File: src/core/pfwe_cfg.svh
`ifndef PFWE_CFG_SVH
`define PFWE_CFG_SVH

// fixed byte values
`define PFWE_IDLE_BYTE      8'hff
`define PFWE_COMMA_BYTE     8'hbc
`define PFWE_HOLD_ON_BYTE   8'hf1
`define PFWE_HOLD_OFF_BYTE  8'hf0
`define PFWE_K285_RDN       10'h0fa
`define PFWE_K285_RDP       10'h305

// word prefixes
`define PFWE_PFX_HEADER     4'ha
`define PFWE_PFX_TRAILER    4'hb
`define PFWE_PFX_EMPTY      4'he
`define PFWE_PFX_REGION     3'h6
`define PFWE_PFX_SHORT      2'h1
`define PFWE_PFX_LONG       2'h0

// word lengths in bytes
`define PFWE_LEN1           2'h1
`define PFWE_LEN2           2'h2
`define PFWE_LEN3           2'h3

// mode selector codes
`define PFWE_MODE_CONFIG    2'h0
`define PFWE_MODE_TRIG      2'h1
`define PFWE_MODE_CONT      2'h2

// counters and depths
`define PFWE_XCNT_W         9
`define PFWE_XCNT_LO        3
`define PFWE_XCNT_HI        8
`define PFWE_EXPCNT_W       2
`define PFWE_START_Q_DEPTH  5'h10
`define PFWE_OUT_FIFO_DEPTH 16
`define PFWE_OUT_FIFO_W     26

// crossing-rate timing
`define PFWE_CLK_MHZ        100
`define PFWE_XING_MHZ       40
`define PFWE_ACC_W          7

`endif

File: src/core/pfwe_pkg.sv
package pfwe_pkg;

   typedef enum logic [2:0] {
      PFWE_ITEM_OPEN    = 3'h0,
      PFWE_ITEM_REGION  = 3'h1,
      PFWE_ITEM_SHORT   = 3'h2,
      PFWE_ITEM_CLUSTER = 3'h3,
      PFWE_ITEM_CLOSE   = 3'h4
   } pfwe_item_e;

   typedef enum logic [1:0] {
      PFWE_SRC_WORD  = 2'h0,
      PFWE_SRC_HOLD  = 2'h1,
      PFWE_SRC_COMMA = 2'h2,
      PFWE_SRC_NONE  = 2'h3
   } pfwe_src_e;

endpackage : pfwe_pkg

File: src/core/pfwe_top.sv
// Summary of operation
// comma is K28.5, disparity chosen, serial only
// fill stream with commas when nothing ready
// single drop: pad words to three bytes
// frame header: 1010, position id, start data
// start data: crossing bits 8:3, exposure bits 1:0
// crossing counter at 40 MHz, command clears it
// trailer: 1011, four flags, idle byte
// triggered hold violation: flags are 1,000
// otherwise flags 0, discard, overflow, hold-changed
// continuous: trigger into full start queue
// continuous: slice dropped sets discard flag
// continuous: hold rises during readout sets flag
// no hits: single 24-bit empty-frame word
// region header 110 plus index, ascending
// short hit: 01, encoder index, address
// cluster: 00, index and address, 0, map
// map bit 0 is next pixel, bit 6 seventh
// hold codewords f1 on, f0 off, both buses
// bytes go out most significant first
// fillers never split a multi-byte word
// hold codeword at earliest word boundary
// 8b/10b, lsb first, thirty bits per load
// mode 0 config, 1 triggered, 2 continuous
// flags gathered per frame, cleared after trailer
`include "pfwe_cfg.svh"
`timescale 1ns/1ps
`default_nettype none

module pfwe_fifo #(
   parameter int W = 26,
   parameter int D = 16
) (
   input  wire logic         clk,
   input  wire logic         rst_n,
   input  wire logic         in_valid,
   output logic              in_ready,
   input  wire logic [W-1:0] in_data,
   output logic              out_valid,
   input  wire logic         out_ready,
   output logic [W-1:0]      out_data
);
   localparam int AW = $clog2(D);
   logic [W-1:0] mem [D];
   logic [AW-1:0] wr_ptr;
   logic [AW-1:0] rd_ptr;
   logic [AW:0]   count;
   logic          push;
   logic          pop;

   assign in_ready  = (count != D[AW:0]);
   assign out_valid = (count != '0);
   assign push      = in_valid & in_ready;
   assign pop       = out_valid & out_ready;
   assign out_data  = mem[rd_ptr];

   always_ff @(posedge clk) begin
      if (push) begin
         mem[wr_ptr] <= in_data;
      end
   end

   always_ff @(posedge clk) begin
      if (!rst_n) begin
         wr_ptr <= '0;
         rd_ptr <= '0;
         count  <= '0;
      end else begin
         if (push) begin
            wr_ptr <= (wr_ptr == AW'(D - 1)) ? '0 : wr_ptr + 1'b1;
         end
         if (pop) begin
            rd_ptr <= (rd_ptr == AW'(D - 1)) ? '0 : rd_ptr + 1'b1;
         end
         count <= count + {{AW{1'b0}}, push} - {{AW{1'b0}}, pop};
      end
   end
endmodule : pfwe_fifo

module pfwe_top #(
   parameter int FIFO_DEPTH = `PFWE_OUT_FIFO_DEPTH
) (
   input  wire logic        MCLK_IN,
   input  wire logic        RST_N_IN,
   input  wire logic [1:0]  MODE_IN,
   input  wire logic        SINGLE_DROP_MODE_IN,
   input  wire logic        CLUSTER_EN_IN,
   input  wire logic [3:0]  POSITION_ID_IN,
   input  wire logic        CROSSING_COUNT_CLEAR_CMD_IN,
   input  wire logic        EXPOSURE_PULSE_IN,
   input  wire logic        TRIGGER_IN,
   input  wire logic        HOLD_IN,
   input  wire logic [4:0]  START_QUEUE_LEVEL_IN,
   input  wire logic        SLICE_DISCARD_IN,
   input  wire logic        ITEM_VALID_IN,
   output logic             ITEM_READY_OUT,
   input  wire logic [2:0]  ITEM_KIND_IN,
   input  wire logic [4:0]  ITEM_REGION_IN,
   input  wire logic [3:0]  ITEM_ENCODER_IN,
   input  wire logic [9:0]  ITEM_ADDR_IN,
   input  wire logic [6:0]  ITEM_MAP_IN,
   output logic [29:0]      SER_WORD_OUT,
   output logic             SER_VALID_OUT,
   input  wire logic        SER_TAKE_IN,
   output logic [7:0]       LBUS_DATA_OUT,
   output logic             LBUS_STROBE_OUT
);

   // codes for negative disparity, bit a in the msb
   localparam logic [5:0] enc6_tab [32] = '{
      6'h27, 6'h1d, 6'h2d, 6'h31, 6'h35, 6'h29, 6'h19, 6'h38, 6'h39, 6'h25, 6'h15,
      6'h34, 6'h0d, 6'h2c, 6'h1c, 6'h17, 6'h1b, 6'h23, 6'h13, 6'h32, 6'h0b, 6'h2a,
      6'h1a, 6'h3a, 6'h33, 6'h26, 6'h16, 6'h36, 6'h0e, 6'h2e, 6'h1e, 6'h2b};
   localparam logic [3:0] enc4_tab [8] = '{4'hb, 4'h9, 4'h5, 4'hc, 4'hd, 4'ha, 4'h6, 4'he};

   // 8b/10b, code returned as abcdei_fghj with a in bit 9
   function automatic logic [10:0] enc8b10b(input logic [7:0] b, input logic k,
                                            input logic rd);
      logic [5:0] c6;
      logic [3:0] c4;
      logic       r;
      r  = rd;
      c6 = enc6_tab[b[4:0]];
      if (r && (($countones(c6) != 3) || (b[4:0] == 5'h07))) begin
         c6 = ~c6;
      end
      if ($countones(c6) != 3) begin
         r = ~r;
      end
      c4 = enc4_tab[b[7:5]];
      // alternate x.7 avoids a run of five equal bits
      if ((b[7:5] == 3'h7) &&
          ((!r && ((b[4:0] == 5'h11) || (b[4:0] == 5'h12) || (b[4:0] == 5'h14))) ||
           (r && ((b[4:0] == 5'h0b) || (b[4:0] == 5'h0d) || (b[4:0] == 5'h0e))))) begin
         c4 = 4'b0111;
      end
      if (r && (($countones(c4) != 2) || (b[7:5] == 3'h3))) begin
         c4 = ~c4;
      end
      if ($countones(c4) != 2) begin
         r = ~r;
      end
      if (k) begin
         // only control symbol used is the comma
         return rd ? {1'b0, `PFWE_K285_RDP} : {1'b1, `PFWE_K285_RDN};
      end
      return {r, c6, c4};
   endfunction : enc8b10b

   function automatic logic [9:0] bit_rev10(input logic [9:0] c);
      logic [9:0] o;
      o = '0;
      for (int i = 0; i < 10; i++) begin
         o[i] = c[9 - i];
      end
      return o;
   endfunction : bit_rev10

   // crossing and exposure counters
   logic [`PFWE_ACC_W-1:0]    xing_acc;
   logic [`PFWE_ACC_W-1:0]    next_xing_acc;
   logic                      xing_tick;
   logic [`PFWE_XCNT_W-1:0]   xing_cnt;
   logic [`PFWE_EXPCNT_W-1:0] exp_cnt;

   assign next_xing_acc = xing_acc + `PFWE_ACC_W'(`PFWE_XING_MHZ);
   assign xing_tick     = (next_xing_acc >= `PFWE_ACC_W'(`PFWE_CLK_MHZ));

   always_ff @(posedge MCLK_IN) begin
      if (!RST_N_IN) begin
         xing_acc <= '0;
         xing_cnt <= '0;
      end else begin
         // phase accumulator gives 40 MHz ticks from the 100 MHz clock
         xing_acc <= xing_tick ? next_xing_acc - `PFWE_ACC_W'(`PFWE_CLK_MHZ)
                               : next_xing_acc;
         if (CROSSING_COUNT_CLEAR_CMD_IN) begin
            xing_cnt <= '0;
         end else if (xing_tick) begin
            xing_cnt <= xing_cnt + 1'b1;
         end
      end
   end

   always_ff @(posedge MCLK_IN) begin
      if (!RST_N_IN) begin
         exp_cnt <= '0;
      end else if (EXPOSURE_PULSE_IN) begin
         exp_cnt <= exp_cnt + 1'b1;
      end
   end

   // frame-level word builder
   logic        frame_open;
   logic        hdr_sent;
   logic [7:0]  start_data;
   logic        hold_seen;
   logic        f_viol;
   logic        f_discard;
   logic        f_overflow;
   logic        f_hold_chg;
   logic        fifo_in_ready;
   logic        push;
   logic [1:0]  push_len;
   logic [23:0] push_data;
   logic [25:0] push_word;
   logic        item_take;
   logic        need_hdr;
   logic        close_take;
   logic [3:0]  trl_flags;
   logic        mode_trig;
   logic        mode_cont;

   assign mode_trig = (MODE_IN == `PFWE_MODE_TRIG);
   assign mode_cont = (MODE_IN == `PFWE_MODE_CONT);
   assign need_hdr  = frame_open && !hdr_sent &&
                      (ITEM_KIND_IN != pfwe_pkg::PFWE_ITEM_CLOSE) &&
                      (ITEM_KIND_IN != pfwe_pkg::PFWE_ITEM_OPEN);
   assign ITEM_READY_OUT = fifo_in_ready && !need_hdr;
   assign item_take  = ITEM_VALID_IN && ITEM_READY_OUT;
   assign close_take = item_take && (ITEM_KIND_IN == pfwe_pkg::PFWE_ITEM_CLOSE);

   always_comb begin
      if (mode_trig && f_viol) begin
         trl_flags = {1'b1, 3'b000};
      end else begin
         trl_flags = {1'b0, f_discard, f_overflow, f_hold_chg};
      end
   end

   always_comb begin
      push      = 1'b0;
      push_len  = `PFWE_LEN1;
      push_data = '0;
      if (ITEM_VALID_IN && fifo_in_ready) begin
         if (need_hdr) begin
            push      = 1'b1;
            push_len  = `PFWE_LEN2;
            push_data = {`PFWE_PFX_HEADER, POSITION_ID_IN, start_data, 8'h00};
         end else begin
            unique case (ITEM_KIND_IN)
               pfwe_pkg::PFWE_ITEM_REGION: begin
                  push      = 1'b1;
                  push_data = {`PFWE_PFX_REGION, ITEM_REGION_IN, 16'h0000};
               end
               pfwe_pkg::PFWE_ITEM_SHORT: begin
                  push      = 1'b1;
                  push_len  = `PFWE_LEN2;
                  push_data = {`PFWE_PFX_SHORT, ITEM_ENCODER_IN, ITEM_ADDR_IN, 8'h00};
               end
               pfwe_pkg::PFWE_ITEM_CLUSTER: begin
                  push = 1'b1;
                  if (CLUSTER_EN_IN) begin
                     push_len  = `PFWE_LEN3;
                     push_data = {`PFWE_PFX_LONG, ITEM_ENCODER_IN, ITEM_ADDR_IN,
                                  1'b0, ITEM_MAP_IN};
                  end else begin
                     // clustering off: sent as short word
                     push_len  = `PFWE_LEN2;
                     push_data = {`PFWE_PFX_SHORT, ITEM_ENCODER_IN, ITEM_ADDR_IN, 8'h00};
                  end
               end
               pfwe_pkg::PFWE_ITEM_CLOSE: begin
                  push = frame_open;
                  if (hdr_sent) begin
                     push_len  = `PFWE_LEN2;
                     push_data = {`PFWE_PFX_TRAILER, trl_flags, `PFWE_IDLE_BYTE, 8'h00};
                  end else begin
                     push_len  = `PFWE_LEN3;
                     push_data = {`PFWE_PFX_EMPTY, POSITION_ID_IN, start_data,
                                  `PFWE_IDLE_BYTE};
                  end
               end
               default: begin
                  push = 1'b0;
               end
            endcase
         end
      end
   end

   always_comb begin
      push_word = {push_len, push_data};
      if (SINGLE_DROP_MODE_IN && (push_len == `PFWE_LEN1)) begin
         push_word = {`PFWE_LEN3, push_data[23:16], `PFWE_IDLE_BYTE, `PFWE_IDLE_BYTE};
      end else if (SINGLE_DROP_MODE_IN && (push_len == `PFWE_LEN2)) begin
         push_word = {`PFWE_LEN3, push_data[23:8], `PFWE_IDLE_BYTE};
      end
   end

   always_ff @(posedge MCLK_IN) begin
      if (!RST_N_IN) begin
         frame_open <= 1'b0;
         hdr_sent   <= 1'b0;
         start_data <= '0;
      end else begin
         if (need_hdr && ITEM_VALID_IN && fifo_in_ready) begin
            hdr_sent <= 1'b1;
         end
         if (item_take && (ITEM_KIND_IN == pfwe_pkg::PFWE_ITEM_OPEN)) begin
            frame_open <= 1'b1;
            hdr_sent   <= 1'b0;
            start_data <= {xing_cnt[`PFWE_XCNT_HI:`PFWE_XCNT_LO], exp_cnt};
         end else if (close_take) begin
            frame_open <= 1'b0;
            hdr_sent   <= 1'b0;
         end
      end
   end

   // readout flags; a new event beats the end-of-frame clear
   always_ff @(posedge MCLK_IN) begin
      if (!RST_N_IN) begin
         hold_seen  <= 1'b0;
         f_viol     <= 1'b0;
         f_discard  <= 1'b0;
         f_overflow <= 1'b0;
         f_hold_chg <= 1'b0;
      end else begin
         hold_seen  <= HOLD_IN;
         f_viol     <= (f_viol && !close_take) ||
                       (mode_trig && TRIGGER_IN && HOLD_IN);
         f_overflow <= (f_overflow && !close_take) ||
                       (mode_cont && TRIGGER_IN &&
                        (START_QUEUE_LEVEL_IN >= `PFWE_START_Q_DEPTH));
         f_discard  <= (f_discard && !close_take) ||
                       (mode_cont && SLICE_DISCARD_IN);
         f_hold_chg <= (f_hold_chg && !close_take) ||
                       (mode_cont && frame_open && HOLD_IN && !hold_seen);
      end
   end

   // word buffer
   logic        fifo_out_valid;
   logic        fifo_pop;
   logic [25:0] fifo_out_data;

   pfwe_fifo #(
      .W (`PFWE_OUT_FIFO_W),
      .D (FIFO_DEPTH)
   ) u_fifo (
      .clk       (MCLK_IN),
      .rst_n     (RST_N_IN),
      .in_valid  (push),
      .in_ready  (fifo_in_ready),
      .in_data   (push_word),
      .out_valid (fifo_out_valid),
      .out_ready (fifo_pop),
      .out_data  (fifo_out_data)
   );

   // byte picker and three-character assembly
   logic [15:0] rest;
   logic [1:0]  rest_cnt;
   logic        hold_sent;
   logic [7:0]  asm_b [3];
   logic [2:0]  asm_k;
   logic [1:0]  asm_cnt;
   logic        ser_full;
   logic        asm_move;
   logic        gen;
   pfwe_pkg::pfwe_src_e src;
   logic [7:0]  gen_byte;
   logic        gen_k;
   logic        rd;
   logic [10:0] e0;
   logic [10:0] e1;
   logic [10:0] e2;

   assign gen = (asm_cnt != 2'h3);

   always_comb begin
      src      = pfwe_pkg::PFWE_SRC_NONE;
      gen_byte = `PFWE_COMMA_BYTE;
      gen_k    = 1'b0;
      if (gen) begin
         if (rest_cnt != 2'h0) begin
            src      = pfwe_pkg::PFWE_SRC_WORD;
            gen_byte = rest[15:8];
         end else if (HOLD_IN != hold_sent) begin
            src      = pfwe_pkg::PFWE_SRC_HOLD;
            gen_byte = HOLD_IN ? `PFWE_HOLD_ON_BYTE : `PFWE_HOLD_OFF_BYTE;
         end else if (fifo_out_valid) begin
            src      = pfwe_pkg::PFWE_SRC_WORD;
            gen_byte = fifo_out_data[23:16];
         end else if (!ser_full) begin
            src      = pfwe_pkg::PFWE_SRC_COMMA;
            gen_k    = 1'b1;
         end
      end
   end

   assign fifo_pop = (src == pfwe_pkg::PFWE_SRC_WORD) && (rest_cnt == 2'h0);
   assign asm_move = (asm_cnt == 2'h3) && (!ser_full || SER_TAKE_IN);

   always_ff @(posedge MCLK_IN) begin
      if (!RST_N_IN) begin
         rest     <= '0;
         rest_cnt <= '0;
      end else if (fifo_pop) begin
         rest     <= fifo_out_data[15:0];
         rest_cnt <= fifo_out_data[25:24] - 2'h1;
      end else if (src == pfwe_pkg::PFWE_SRC_WORD) begin
         rest     <= {rest[7:0], 8'h00};
         rest_cnt <= rest_cnt - 2'h1;
      end
   end

   always_ff @(posedge MCLK_IN) begin
      if (!RST_N_IN) begin
         hold_sent       <= 1'b0;
         LBUS_DATA_OUT   <= '0;
         LBUS_STROBE_OUT <= 1'b0;
      end else begin
         LBUS_STROBE_OUT <= (src == pfwe_pkg::PFWE_SRC_HOLD);
         if (src == pfwe_pkg::PFWE_SRC_HOLD) begin
            hold_sent     <= HOLD_IN;
            LBUS_DATA_OUT <= gen_byte;
         end
      end
   end

   always_ff @(posedge MCLK_IN) begin
      if (!RST_N_IN) begin
         asm_cnt <= '0;
         asm_k   <= '0;
         for (int i = 0; i < 3; i++) begin
            asm_b[i] <= '0;
         end
      end else if (asm_move) begin
         asm_cnt <= '0;
      end else if (src != pfwe_pkg::PFWE_SRC_NONE) begin
         asm_b[asm_cnt] <= gen_byte;
         asm_k[asm_cnt] <= gen_k;
         asm_cnt        <= asm_cnt + 2'h1;
      end
   end

   // disparity chains through a load
   assign e0 = enc8b10b(asm_b[0], asm_k[0], rd);
   assign e1 = enc8b10b(asm_b[1], asm_k[1], e0[10]);
   assign e2 = enc8b10b(asm_b[2], asm_k[2], e1[10]);

   always_ff @(posedge MCLK_IN) begin
      if (!RST_N_IN) begin
         rd           <= 1'b0;
         ser_full     <= 1'b0;
         SER_WORD_OUT <= '0;
      end else if (asm_move) begin
         rd           <= e2[10];
         ser_full     <= 1'b1;
         // bit 0 leaves first: first character, its bit a
         SER_WORD_OUT <= {bit_rev10(e2[9:0]), bit_rev10(e1[9:0]),
                          bit_rev10(e0[9:0])};
      end else if (SER_TAKE_IN) begin
         ser_full <= 1'b0;
      end
   end

   assign SER_VALID_OUT = ser_full;

endmodule : pfwe_top

`default_nettype wire

File: config.mk
export PLATFORM = sky130hd
export DESIGN_NAME = pfwe_top
export DESIGN_NICKNAME = d
export VERILOG_FILES = /design/src/core/pfwe_pkg.sv /design/src/core/pfwe_top.sv
export VERILOG_INCLUDE_DIRS = /design/src /design/src/core
export SDC_FILE = /design/constraint.sdc
export NUM_CORES = 1
export LEC_CHECK = 0
export BUFFER_PORTS_ARGS = -buffer_cell sky130_fd_sc_hd__buf_2
export CORE_UTILIZATION = 45
export DETAILED_ROUTE_END_ITERATION = 10
export GPL_ROUTABILITY_DRIVEN = 1
export GPL_TIMING_DRIVEN = 1
export PLACE_DENSITY_LB_ADDON = 0.05
export SYNTH_ARGS = -nofsm -noshare
export SYNTH_HDL_FRONTEND = slang
export SYNTH_SLANG_ARGS = --single-unit
File: constraint.sdc
create_clock -name MCLK_IN -period 22.6 [get_ports MCLK_IN]
set_input_delay 6.78 -clock MCLK_IN [delete_from_list [all_inputs] [get_ports MCLK_IN]]
set_output_delay 6.78 -clock MCLK_IN [all_outputs]
set_load 0.05 [all_outputs]
==> reports/metrics.json <==
{
  "critical_path_class": "flop to flop",
  "grt_setup_unrepaired": "no",
  "layout-area-overhead-vs-synth_pct": 13.6,
  "setup-violations-final": 0,
  "clock_sinks": 553,
  "synthArstFlopShare_pct": 0,
  "fraction_of_layout_cells_with_a_size_suffix_above_1_pct": 20.8,
  "detailroute.via_count": 14611,
  "layout.area.seq_um2": 15500,
  "tritoncts": "yes",
  "report.final.hold_viol_count": 0,
  "core_area_um2": 55000,
  "first_pass_grt_wire_length_mm": 92.2,
  "grt_pass1_vias": 14958,
  "detailedRoute.firstIterationViolations": 1002,
  "antenna_violating_nets_post_route": 0,
  "die_x_um": 238,
  "dieArea_um2": 56600,
  "ys_ff_latch": 553,
  "skew_pair_late_insertion_delay_ns": 0.64,
  "dp_hpwl_mm": 37.9,
  "cp_max_fo": 13,
  "wire_per_inst_um": 22.8,
  "critPathSlowestCell": "sky130_fd_sc_hd__fa_1",
  "fin_util_pct": 51.7,
  "place.detailed.instances": 2526,
  "finalWeightedCongestion": 0.795,
  "synth.net_count": 1872,
  "status": "finished clean",
  "number_of_distinct_library_cell_variants_in_the_gate_level_netlist_after_synthesis": 77,
  "timing.hold.worst.class": "flop to flop",
  "startpoint_type": "flop",
  "die-height_um": 238,
  "final.setup.tns_ns": 0,
  "post_synth_instance_area_um2": 25000,
  "timing.fmax_ghz": 0.0476,
  "drc": 0,
  "worst-endpoint-required_ns": 23.08,
  "cpPeakStageDelay_ns": 0.58,
  "sort_of_element_at_the_end_of_the_critical_path": "flop",
  "antenna_found_initial": 0,
  "final_cell_count_no_fill": 2630,
  "max_slew.worst_pin.slew_ns": 1.23,
  "drv.max_cap_violation_count": 0,
  "timing.max_slew.rel_slack_pct": 17.9,
  "design.final.nets": 1975,
  "drt_pass1_iterations": 5,
  "grt_start_max_net_pins": 49,
  "drt_wl_total_mm": 60.1,
  "num-fill-cells": 4597,
  "synthCells": 1735,
  "multiInputGateArea_um2": 9080,
  "initial_core_util_pct": 45.5,
  "detail_route.vias_per_cell": 5.56,
  "final.period_utilization_pct": 93.0,
  "global_route.overflow_total": 0,
  "report.final.slew_viol_count": 0,
  "tritoncts.num_buffers": 58,
  "synth_warnings": 0,
  "yosysSeqAreaShare_pct": 61.8,
  "h-tree-depth": 2,
  "cp_data_arrival_time_ns": 21.51,
  "grt_util_all_layers_pct": 21.9,
  "fp-row-count": 86,
  "postSynth.topFlopCell": "sky130_fd_sc_hd__edfxtp_1",
  "path_clk_slew_ns": 0.06,
  "synth-edff-count": 440,
  "buffer_type_at_the_clock_tree_root": "sky130_fd_sc_hd__clkbuf_16",
  "clock_tree.buffer_depth": 3,
  "fin_crit_ns": 21.02,
  "number_of_placed_i_o_pins": 92,
  "io_buffers": 87,
  "path_common_cell": "sky130_fd_sc_hd__ha_1",
  "clock-skew-final_ns": 0.0300,
  "postSynthAreaPerCell_um2": 14.4
}
==> state kept, by name (all words and copies together), names as in the netlist, 2 cells and up, named ones only <==
register	flops
start_data	8
u_fifo.count	5
u_fifo.rd_ptr	4
rest	16
u_fifo.wr_ptr	4
asm_b	24
rest_cnt	2
xing_cnt	9
SER_WORD_OUT	30
xing_acc	5
exp_cnt	2
u_fifo.mem	416
LBUS_DATA_OUT	8
asm_cnt	2
asm_k	3
==> worst paths after layout <==
path	startpoint	endpoint	slack, ns	cells past startpoint
max	asm_b[0][1]	rd	1.58	88
max reg2reg	asm_b[0][1]	rd	1.58	88
min reg2reg	SER_WORD_OUT[13]	SER_WORD_OUT[13]	0.43	2
min	SER_WORD_OUT[13]	SER_WORD_OUT[13]	0.43	2
==> cells by family after synthesis <==
group,after synthesis,synth area share (%)
DFF,553,61.8
and+or+nand+nor,453,8.80
buffers and inverters,160,2.59
muxes,158,12.7
adders and majority gates,88,4.92
AOI/OAI and AO/OA,262,6.94
xor gates and xnor gates,61,2.19
==> worst max-delay path: cells and delay by family, from the launching register on <==
family | cells | cell delay [ns]
multiplexers | 3 | 0.84
AO/OA/AOI/OAI | 10 | 1.87
adder cells (fa/ha/maj) | 32 | 10.02
AND/OR/NAND/NOR | 18 | 3.75
buffers and inverters | 15 | 1.34
XOR/XNOR | 10 | 2.55
flip-flops | 1 | 0.47
==> Yosys cell counts (5+ instances only) <==
library cell	number	area [µm²]
sky130_fd_sc_hd__nor3_1	24	120
sky130_fd_sc_hd__and2_1	23	144
sky130_fd_sc_hd__o21ai_1	5	25.0
sky130_fd_sc_hd__a21oi_1	70	350
sky130_fd_sc_hd__o211a_1	10	100
sky130_fd_sc_hd__fa_1	18	360
sky130_fd_sc_hd__a21boi_0	7	52.6
sky130_fd_sc_hd__mux2i_1	29	290
sky130_fd_sc_hd__nor2b_1	39	244
sky130_fd_sc_hd__nand3_1	20	100
sky130_fd_sc_hd__or2_2	5	31.3
sky130_fd_sc_hd__xnor2_1	38	333
sky130_fd_sc_hd__a31oi_1	8	50.1
sky130_fd_sc_hd__o21a_1	13	97.6
sky130_fd_sc_hd__ha_1	68	851
sky130_fd_sc_hd__and3_1	16	100
sky130_fd_sc_hd__nor3b_1	6	45.0
sky130_fd_sc_hd__inv_1	71	267
sky130_fd_sc_hd__nor4b_1	5	43.8
sky130_fd_sc_hd__buf_2	17	85.1
sky130_fd_sc_hd__nor2_1	125	469
sky130_fd_sc_hd__nand2b_1	18	113
sky130_fd_sc_hd__o21ai_0	59	295
sky130_fd_sc_hd__edfxtp_1	440	13200
sky130_fd_sc_hd__o22ai_1	6	37.5
sky130_fd_sc_hd__clkbuf_1	56	210
sky130_fd_sc_hd__a21o_1	7	52.6
sky130_fd_sc_hd__a22oi_1	16	120
sky130_fd_sc_hd__buf_4	5	37.5
sky130_fd_sc_hd__nand2_1	140	526
sky130_fd_sc_hd__or3_1	9	56.3
sky130_fd_sc_hd__mux4_2	128	2880
sky130_fd_sc_hd__a211oi_1	7	52.6
sky130_fd_sc_hd__xor2_1	22	193
sky130_fd_sc_hd__a221o_1	5	50.1
sky130_fd_sc_hd__a22o_1	5	43.8
sky130_fd_sc_hd__buf_1	10	37.5
sky130_fd_sc_hd__nand4_1	6	37.5
sky130_fd_sc_hd__dfxtp_1	113	2260
==> cell usage in the layout, fill, tap and decap left out, drive strengths merged, types with 5 or more instances in the layout <==
master,netlist,final
nor3,27,27
mux2i,29,29
o211a,10,10
nand3,20,20
or3,9,9
xnor2,38,38
nand4,6,6
a22o,5,5
dfxtp,113,113
bufinv,0,6
nand2,140,140
a22oi,16,16
ha,68,68
and3,16,16
a221o,5,5
clkinv,0,22
o21a,13,13
nor4b,6,6
or2,6,6
o21ai,64,64
a211oi,8,8
mux4,128,128
o22ai,6,6
a21boi,8,8
xor2,22,22
nand2b,18,18
a21oi,71,71
a21o,7,7
nor3b,7,7
clkbuf,56,71
inv,71,73
and2,23,23
a31oi,8,8
nor2b,39,39
buf,33,132
edfxtp,440,440
fa,18,18
nor2,126,126
==> area by class of cell <==
class,instances,share of cell area [%]
diodes,1,0.00880
well taps,748,3.29
repair buffers,132,2.72
inverters,71,0.938
clock inverters,32,1.25
flip-flops and latches,553,54.5
clock buffers,71,5.37
multi-input cells,1022,32.0
==> timing repair <==
item	in CTS	in global routing
buffers inserted	0	0
endpoints found under the setup margin	0	1
resized for setup	0	9
hold buffers	0	0
==> metal layers <==
layer	track usage, %	share of wire [%]
met5	0	0
met4	5.02	1.9
met3	3.08	3.9
met2	36.8	49
met1	30.1	45
==> metrics by stage <==
stage                     worst slack [ns]  hold slack, ns  instance area, µm²
after CTS                            0.553           0.437               28400
final                                 1.58           0.434               28400
after global placement               0.950           0.424               26500
after detailed placement             0.674           0.427               26500
after global routing                0.0785           0.463               28400
after floorplan                       2.83           0.416               25000
Power is not shown: default switching activity piles up to over one toggle a cycle in this logic, so the estimate is an artifact.
